<file path="config.mk">
export PLATFORM = sky130hd
export DESIGN_NAME = cmp_mode_ctrl
export DESIGN_NICKNAME = d
export VERILOG_FILES = /design/src/core/cmp_pkg.sv /design/src/core/cmp_prio_arb.sv /design/src/core/cmp_mode_ctrl.sv
export VERILOG_INCLUDE_DIRS = /design/src /design/src/core
export SDC_FILE = /design/constraint.sdc
export NUM_CORES = 1
export LEC_CHECK = 0
export BUFFER_PORTS_ARGS = -buffer_cell sky130_fd_sc_hd__buf_2
export CAP_MARGIN = 20
export CORE_ASPECT_RATIO = 0.75
export CORE_MARGIN = 3
export CORE_UTILIZATION = 28
export CTS_BUF_LIST = sky130_fd_sc_hd__clkbuf_16
export CTS_CLUSTER_DIAMETER = 40
export CTS_CLUSTER_SIZE = 25
export DETAILED_ROUTE_END_ITERATION = 8
export GPL_ROUTABILITY_DRIVEN = 0
export HOLD_SLACK_MARGIN = 0.08
export PLACE_DENSITY = 0.49
export SYNTH_ARGS = -nofsm -noshare
export SYNTH_HDL_FRONTEND = slang
export SYNTH_HIERARCHICAL = 1
export SYNTH_SLANG_ARGS = --single-unit
</file>
<file path="constraint.sdc">
create_clock -name clk -period 6.15 [get_ports clk]
set_input_delay 0.3075 -clock clk [delete_from_list [all_inputs] [get_ports clk]]
set_output_delay 0.3075 -clock clk [all_outputs]
set_load 0.03 [all_outputs]
</file>
<file path="src/core/cmp_consts.svh">
// Constants for the execution mode and privilege control block
`ifndef CMP_CONSTS_SVH
`define CMP_CONSTS_SVH

`define CMP_AW 8
`define CMP_OFS_STATUS 8'h00
`define CMP_OFS_PEND 8'h04
`define CMP_OFS_CAUSE 8'h08
`define CMP_OFS_RSRDBG 8'h0c

`define CMP_SR_RST 32'h0040_0000
`define CMP_LOW_MASK 32'h0000_ffff
`define CMP_HIGH_MASK 32'hffff_0000
`define CMP_FLAG_LSB 0
`define CMP_FLAG_W 5
`define CMP_MASK_LSB 17
`define CMP_MASK_W 4
`define CMP_MODE_LSB 22
`define CMP_MODE_W 3
`define CMP_DBG_BIT 27

`define CMP_NMODES 8
`define CMP_PEND_IRQ_LSB 2
`define CMP_PEND_EXC 6
`define CMP_PEND_NMI 7

`define CMP_IDX_W 7
`define CMP_SR_APP_IDX 7'h42
`define CMP_CAUSE_VIOL 0
`define CMP_CAUSE_OP_LSB 4
`define CMP_OP_W 3

`define CMP_HTRANS_NONSEQ 2'b10
`define CMP_HSIZE_WORD 3'h2
`define CMP_HRESP_OKAY 1'b0

`endif

</file>
<file path="src/core/cmp_pkg.sv">
// Types for the execution mode and privilege control block
`include "cmp_consts.svh"
package cmp_pkg;
	typedef enum logic [2:0] {
		MD_APP = 3'h0,
		MD_SUP = 3'h1,
		MD_INT0 = 3'h2,
		MD_INT1 = 3'h3,
		MD_INT2 = 3'h4,
		MD_INT3 = 3'h5,
		MD_EXC = 3'h6,
		MD_NMI = 3'h7
	} cmp_mode_t;
	typedef enum logic [2:0] {
		OP_MEM = 3'h0,
		OP_PRIV = 3'h1,
		OP_SRRD = 3'h2,
		OP_SRWR = 3'h3,
		OP_MEMPROT = 3'h4,
		OP_SRMEM = 3'h5,
		OP_DRET = 3'h6
	} cmp_op_t;
	typedef enum logic [1:0] {
		RS_RUN = 2'b01,
		RS_DBG = 2'b10
	} cmp_run_t;
	typedef struct packed {logic valid; cmp_op_t op; logic [`CMP_IDX_W-1:0] srIdx;} cmp_chk_req_t;
	typedef struct packed {logic grant; logic deny;} cmp_chk_rsp_t;
	typedef struct packed {logic nmi; logic exc; logic [`CMP_MASK_W-1:0] irq;} cmp_req_t;
	typedef struct packed {logic upd; logic [`CMP_FLAG_W-1:0] val;} cmp_flag_t;
	typedef struct packed {logic taken; cmp_mode_t newMode; cmp_mode_t oldMode;} cmp_evt_t;
	typedef struct packed {
		cmp_run_t run;
		logic [31:0] sw;
		logic [31:0] rsrDbg;
		logic excPend;
		logic viol;
		cmp_op_t cause;
		logic wrPend;
		logic [`CMP_AW-1:0] wrAddr;
		logic [31:0] hrdata;
		cmp_chk_rsp_t rsp;
		cmp_evt_t evt;
	} cmp_state_t;
endpackage : cmp_pkg

</file>
<file path="src/core/cmp_prio_arb.sv">
// Picks the highest pending mode and decides preemption
`timescale 1ns/1ps
`include "cmp_consts.svh"
module cmp_prio_arb (
	input wire logic [`CMP_NMODES-1:0] pend,
	input cmp_pkg::cmp_mode_t cur,
	output logic preempt,
	output cmp_pkg::cmp_mode_t top
);
	logic hit;

	// Mode code equals priority, so the highest set bit wins
	always_comb begin
		hit = 1'b0;
		top = cmp_pkg::MD_APP;
		for (int i = 0; i < `CMP_NMODES; i++) begin
			if (pend[i]) begin
				hit = 1'b1;
				top = cmp_pkg::cmp_mode_t'(3'(i));
			end
		end
		preempt = hit && (top > cur);
	end
endmodule : cmp_prio_arb

</file>
<file path="src/core/cmp_mode_ctrl.sv">
// Execution mode, privilege and debug state control with an AHB-Lite register port
`timescale 1ns/1ps
`include "cmp_consts.svh"
module cmp_mode_ctrl (
	input wire logic clk,
	input wire logic rst,
	input wire logic hsel,
	input wire logic [31:0] haddr,
	input wire logic [1:0] htrans,
	input wire logic hwrite,
	input wire logic [2:0] hsize,
	input wire logic [31:0] hwdata,
	input wire logic hready,
	output logic hreadyout,
	output logic hresp,
	output logic [31:0] hrdata,
	input cmp_pkg::cmp_req_t intReq,
	input cmp_pkg::cmp_flag_t flagIn,
	input wire logic dbgEnter,
	input cmp_pkg::cmp_chk_req_t chkReq,
	output cmp_pkg::cmp_chk_rsp_t chkRsp,
	output cmp_pkg::cmp_evt_t modeEvt,
	output logic [31:0] statusWord,
	output cmp_pkg::cmp_mode_t curMode,
	output logic privileged,
	output logic debugState
);

	localparam cmp_pkg::cmp_state_t ST_RST = '{
		run: cmp_pkg::RS_RUN,
		sw: `CMP_SR_RST,
		rsrDbg: 32'h0000_0000,
		excPend: 1'b0,
		viol: 1'b0,
		cause: cmp_pkg::OP_MEM,
		wrPend: 1'b0,
		wrAddr: 8'h00,
		hrdata: 32'h0000_0000,
		rsp: 2'b00,
		evt: 7'h00
	};

	cmp_pkg::cmp_state_t stQ;
	cmp_pkg::cmp_state_t stD;

	logic inDebug;
	logic isSys;
	logic [`CMP_NMODES-1:0] pendVec;
	logic preempt;
	cmp_pkg::cmp_mode_t topMode;
	cmp_pkg::cmp_mode_t modeNow;
	logic addrPhase;
	logic chkDenied;
	logic dretNow;

	// System mode, or any mode while in debug state
	function automatic logic hasPriv(
		input cmp_pkg::cmp_mode_t mode,
		input logic dbg
	);
		hasPriv = dbg || (mode != cmp_pkg::MD_APP);
	endfunction : hasPriv

	// Decides whether a core access must be refused
	function automatic logic denyAccess(
		input cmp_pkg::cmp_op_t op,
		input logic [`CMP_IDX_W-1:0] idx,
		input logic priv
	);
		denyAccess = 1'b0;
		unique case (op)
			cmp_pkg::OP_MEM: begin
				denyAccess = 1'b0;
			end
			cmp_pkg::OP_SRMEM: begin
				denyAccess = 1'b1;
			end
			cmp_pkg::OP_PRIV,
			cmp_pkg::OP_DRET: begin
				denyAccess = !priv;
			end
			cmp_pkg::OP_SRRD,
			cmp_pkg::OP_SRWR: begin
				denyAccess = !priv && (idx != `CMP_SR_APP_IDX);
			end
			cmp_pkg::OP_MEMPROT: begin
				denyAccess = !priv;
			end
			default: begin
				denyAccess = 1'b1;
			end
		endcase
	endfunction : denyAccess

	// Register read view
	function automatic logic [31:0] regRead(
		input logic [`CMP_AW-1:0] addr,
		input cmp_pkg::cmp_state_t s,
		input logic [`CMP_NMODES-1:0] pend
	);
		regRead = 32'h0000_0000;
		case (addr)
			`CMP_OFS_STATUS: begin
				regRead = s.sw;
			end
			`CMP_OFS_PEND: begin
				regRead[`CMP_NMODES-1:0] = pend;
			end
			`CMP_OFS_CAUSE: begin
				regRead[`CMP_CAUSE_VIOL] = s.viol;
				regRead[`CMP_CAUSE_OP_LSB +: `CMP_OP_W] = s.cause;
			end
			`CMP_OFS_RSRDBG: begin
				regRead = s.rsrDbg;
			end
			default: begin
				regRead = 32'h0000_0000;
			end
		endcase
	endfunction : regRead

	assign inDebug = (stQ.run == cmp_pkg::RS_DBG);
	assign modeNow = cmp_pkg::cmp_mode_t'(stQ.sw[`CMP_MODE_LSB +: `CMP_MODE_W]);
	assign isSys = hasPriv(modeNow, inDebug);

	// Requests per mode; masked interrupt levels drop out
	always_comb begin
		pendVec = '0;
		pendVec[`CMP_PEND_NMI] = intReq.nmi;
		pendVec[`CMP_PEND_EXC] = intReq.exc || stQ.excPend;
		pendVec[`CMP_PEND_IRQ_LSB +: `CMP_MASK_W] =
			intReq.irq & ~stQ.sw[`CMP_MASK_LSB +: `CMP_MASK_W];
	end

	cmp_prio_arb u_arb (
		.pend(pendVec),
		.cur(modeNow),
		.preempt(preempt),
		.top(topMode)
	);

	assign addrPhase = hsel && hready && (htrans == `CMP_HTRANS_NONSEQ) &&
		(hsize == `CMP_HSIZE_WORD);
	assign chkDenied = chkReq.valid && denyAccess(chkReq.op, chkReq.srIdx, isSys);
	assign dretNow = chkReq.valid && !chkDenied && inDebug &&
		(chkReq.op == cmp_pkg::OP_DRET);

	always_comb begin
		stD = stQ;
		stD.rsp = '0;
		stD.evt = '0;

		// Data phase of a write taken in the previous cycle
		if (stQ.wrPend) begin
			case (stQ.wrAddr)
				`CMP_OFS_STATUS: begin
					if (isSys) begin
						// Software mode change and mask edits
						stD.sw = hwdata;
					end else begin
						// Upper half stays untouched in application mode
						stD.sw = (stQ.sw & `CMP_HIGH_MASK) |
							(hwdata & `CMP_LOW_MASK);
					end
					// Debug flag follows the state machine only
					stD.sw[`CMP_DBG_BIT] = stQ.sw[`CMP_DBG_BIT];
				end
				`CMP_OFS_CAUSE: begin
					if (hwdata[`CMP_CAUSE_VIOL]) begin
						stD.viol = 1'b0;
					end
				end
				default: begin
				end
			endcase
		end

		// Condition flags from the execution stage
		if (flagIn.upd) begin
			stD.sw[`CMP_FLAG_LSB +: `CMP_FLAG_W] = flagIn.val;
		end

		// Accept an interrupt or exception of higher priority
		if (preempt && !dretNow) begin
			stD.evt.taken = 1'b1;
			stD.evt.oldMode = modeNow;
			stD.evt.newMode = topMode;
			stD.sw[`CMP_MODE_LSB +: `CMP_MODE_W] = topMode;
			if (topMode == cmp_pkg::MD_EXC) begin
				stD.excPend = 1'b0;
			end
		end

		// Core access check, answered one cycle later
		if (chkReq.valid) begin
			stD.rsp.grant = !chkDenied;
			stD.rsp.deny = chkDenied;
			if (chkDenied) begin
				// Set after any clear, so a new violation is kept
				stD.viol = 1'b1;
				stD.excPend = 1'b1;
				stD.cause = chkReq.op;
			end
		end

		// Leave debug state and restore the saved upper half
		if (dretNow) begin
			stD.run = cmp_pkg::RS_RUN;
			stD.sw = (stD.sw & `CMP_LOW_MASK) | (stQ.rsrDbg & `CMP_HIGH_MASK);
			stD.sw[`CMP_DBG_BIT] = 1'b0;
		end

		// Enter debug state with every interrupt level masked
		if (dbgEnter && !inDebug) begin
			stD.rsrDbg = stD.sw;
			stD.run = cmp_pkg::RS_DBG;
			stD.sw[`CMP_DBG_BIT] = 1'b1;
			stD.sw[`CMP_MASK_LSB +: `CMP_MASK_W] = '1;
		end

		// Address phase; writes land next cycle
		stD.wrPend = addrPhase && hwrite;
		stD.wrAddr = haddr[`CMP_AW-1:0];
		if (addrPhase && !hwrite) begin
			// Read the next state so a write just before is seen
			stD.hrdata = regRead(haddr[`CMP_AW-1:0], stD, pendVec);
		end
	end

	always_ff @(posedge clk) begin
		if (rst) begin
			stQ <= ST_RST;
		end else begin
			stQ <= stD;
		end
	end

	assign hreadyout = 1'b1;
	assign hresp = `CMP_HRESP_OKAY;
	assign hrdata = stQ.hrdata;
	assign chkRsp = stQ.rsp;
	assign modeEvt = stQ.evt;
	assign statusWord = stQ.sw;
	assign curMode = modeNow;
	assign privileged = isSys;
	assign debugState = inDebug;

endmodule : cmp_mode_ctrl

</file>
==> metrics.md <==
| Metric | Value |
|---|---|
| Clock Tree Root | clkbuf_16 |
| Core Region | 20,440 um^2 |
| # Max-Cap Violations | 0 |
| Hold WC Path Type | input port to flop |
| CTS buffer count | 17 |
| Setup TNS | 0 ns |
| Cells along the critical path | nor2b_1 -> nor2_1 -> o31ai_1 -> ha_1 -> nand3_1 -> o21ai_1 -> a21oi_1 -> inv_1 -> nor3_1 -> and2_1 |
| Leak | 2.875 nW |
| Post-synthesis register bit count | 121 |
| Fin crit share | 47.18% |
| Total grt overflow | 0 |
| Status | finished clean |
| Syn Std Cell Area | 5892 um^2 |
| Worst setup SP type | flop |
| IO Count | 178 |
| Initial Utilization | 28.83% |
| Dpl ws | 3.137 ns |
| PwrDens | 300.6 nW/um^2 |
| Synth unique cells | 63 |
| Ant diodes | 0 |
| Worst hold slack | 0.1170 ns |
| Count of flip-flops with a built-in enable after synthesis | 0 |
| Syn-to-layout area delta | 16.27% |
| Final instance area | 6850 um^2 |
| DRC viols | 0 |
| Seq/Total Area, Yosys | 41.11% |
| Via/cell ratio | 4.686 |
| CP arrival | 3.26 ns |
| WHS Path Cells | 2 |
| Filler instances | 2,202 |
| Largest net degree at the start of global routing | 87 |
| WP data required | 6.51 ns |
| Hold_buf cts | 0 |
| Worst R2R End | modeEvt[0]$_SDFF_PP0_ |
| Async S/R FF share, synth | 0% |
| Final worst slack | 3.249 ns |
| Worst-margin pin slew | 0.9395 ns |
| Clock slew at reported path FFs | 0.06 ns |
| Slew Limit Headroom | 37.37% |
| Reg2Reg Setup Slack | 3.25 ns |
| Drt total wl | 17,360 um |
| Placed inst area | 6307 um^2 |
| Initial DRC count | 425 |
| Endpoints failing setup | 0 |
| FF-to-FF path depth | 10 |
| # rows | 45 |
| Worst setup EP type | flop |
| Initial antenna violation count | 1 |
| Die area | 22,840 um^2 |
| Max-slew violations | 0 |
| Clock Latency Late Sink | 0.42 ns |
| Htree depth | 4 |
| Number of global-route vias before repair | 4,724 |
| Tmin final | 2.901 ns |
| Largest stage delay on the critical path | 0.52 ns |
| Post-synthesis area per instance | 8.614 um^2 |
| Area occupied by multi-input gates | 2666 um^2 |
| Peak VDD IR | 0.1053 mV |
| Clock sink count | 121 |
| Worst Hold Path EP | stQ[42]$_SDFF_PP0_ |
| First-pass GRT wire length | 27,310 um |
| Post-CTS Setup Inserts | 0 |
| Post-route ant nets | 0 |
| Drt pass-1 iters | 5 |
| Die height | 131.6 um |
| Max frequency | 344.7 MHz |
| CTS resizes | 0 |
| WS Path Type | flop to flop |
| Layout cells sized above 1 | 26.78% |
| Gate Count Post-Synth | 684 |
| TritonCTS clock tree | yes |
| Storage cell area | 2422 um^2 |
| Top delay family on crit path | simple AND/OR/NAND/NOR gates |
| Fin nets | 847 |
| Clk_skew | 0.008238 ns |
| Slowest stage cell, crit path | nor3_1 |
| YS warnings | 6 |
| Worst-path fanout max | 6 |
| GRT Util Overall | 15.36% |
| Power after layout | 2.060 mW |
| Detail Placement HPWL | 12,290 um |
| Vias | 4,873 |
| Worst r2r src | statusWord[18]$_SDFF_PP0_ |
| Final Hold Viols | 0 |
| Wire per inst | 16.69 um |
| Die Width | 173.5 um |
| CTS Buffer Depth | 2 |
| Buffers & Inverters on Critical Path | 1 |
| Unrepaired setup endpoints after global routing | no |
| Hold path start | haddr[1] |
| Port bufs | 150 |
| Top_reg_cell synth | dfxtp_1 |
## power breakdown
group | leakage, nW | internal (mW) | switching, mW
logic | 1.61 | 0.0891 | 0.178
clock network | 0.274 | 0.581 | 0.363
registers | 0.989 | 0.824 | 0.0243
## registers in the layout, summed over array words and instances, names as in the netlist
name,flops
stQ,48
hrdata,32
statusWord,32
modeEvt,7
chkRsp,2
## synth_stat cells, drive strengths merged (5+ instances only)
cell	count	share of area, %
and2	8	0.85
nand2b	16	1.7
nand3	14	1.2
a31oi	16	1.7
a211oi	26	3.3
nor2b	36	3.8
mux2i	27	4.6
a21oi	31	2.8
inv	14	0.89
nand4	6	0.64
nand2	47	3.1
nor2	83	5.3
o211ai	5	0.64
a222oi	5	0.85
buf	87	11
dfxtp	121	41
or4	5	0.83
clkbuf	31	2.0
a221oi	7	1.0
o31ai	6	0.76
o21ai	23	2.1
nor3	15	1.6
a221o	9	1.5
a311oi	9	1.3
## stage by stage
step / instances / utilization [%]
finish: 1040 / 33.52
global route: 1040 / 33.52
CTS: 1040 / 33.52
detailed placement: 1009 / 30.86
global placement: 1009 / 30.86
floorplan: 687 / -
## worst register-to-register path, stage by stage (launching register included)
cell and delay, ns:
dfxtp_1 0.34, nor2b_1 0.49, nor2_1 0.08, o31ai_1 0.31, ha_1 0.31, nand3_1 0.08
o21ai_1 0.06, a21oi_1 0.29, inv_1 0.16, nor3_1 0.52, and2_1 0.20
## metal layers
metal,GRT usage [%],routed length (um),vias to the layer above
li1,-,-,2457
met1,22.51,9002,2256
met2,20.82,6968,144
met3,5.719,1217,14
met4,4.140,165,2
met5,0,7,-
## area by class of cell
cell class	count	share of cell area, %
clock buffer	17	6.210
inverter	14	0.7671
sequential	121	35.36
tap	282	5.151
clock inverter	14	1.717
multi-input combinational	434	38.92
timing repair buffer	158	11.87
## cells in the final DEF, fill, tap and decap left out, types with 2 or more instances in the layout
cell type     n
conb_1        5
clkinvlp_4    2
nand2_1      46
nor2_1       82
or3_1         2
clkinv_2      4
o21ai_2       2
bufinv_16     2
nor3_2        2
dfxtp_1     121
buf_2       149
o21ai_1       3
a211oi_1     26
a311oi_1      9
a221o_1       9
nand3_1      14
or2_2         3
a221oi_1      7
nor2b_1      36
buf_4         9
nor3_1       12
and2_1        7
ha_1          3
o211ai_1      5
a22oi_1       2
nand2b_1     16
a222oi_1      5
nand4_1       6
inv_1        16
o31ai_1       6
a21oi_1      30
a31oi_1      16
or4_1         2
mux2i_1      27
o21ai_0      18
nor4_1        3
or4_4         3
nor4b_1       3
clkbuf_16    17
clkinv_1      3
## logic make-up (layout without fill, tap and decap cells)
group / Yosys count / after routing / synth area share (%)
simple gates: 249 / 249 / 21.60
compound gates: 149 / 149 / 17.80
buf+inv: 132 / 203 / 13.95
fa+ha+maj: 3 / 3 / 0.6371
other cells: 2 / 5 / 0.1275
mux: 28 / 28 / 4.778
flops: 121 / 121 / 41.11
## how the worst max path moves through the flow
stage,startpoint,endpoint,slack (ns),cells past startpoint
final,statusWord[18]$_SDFF_PP0_,modeEvt[0]$_SDFF_PP0_,3.25,10
after global routing,statusWord[18]$_SDFF_PP0_,modeEvt[1]$_SDFF_PP0_,2.95,10
after CTS,statusWord[18]$_SDFF_PP0_,modeEvt[1]$_SDFF_PP0_,3.17,10
after detailed placement,intReq[4],modeEvt[1]$_SDFF_PP0_,3.14,10
after global placement,intReq[1],modeEvt[0]$_SDFF_PP0_,3.10,11
after floorplan,intReq[4],hrdata[23]$_SDFFE_PP0P_,3.70,10
No activity file was read; power rests on OpenSTA's default activity.
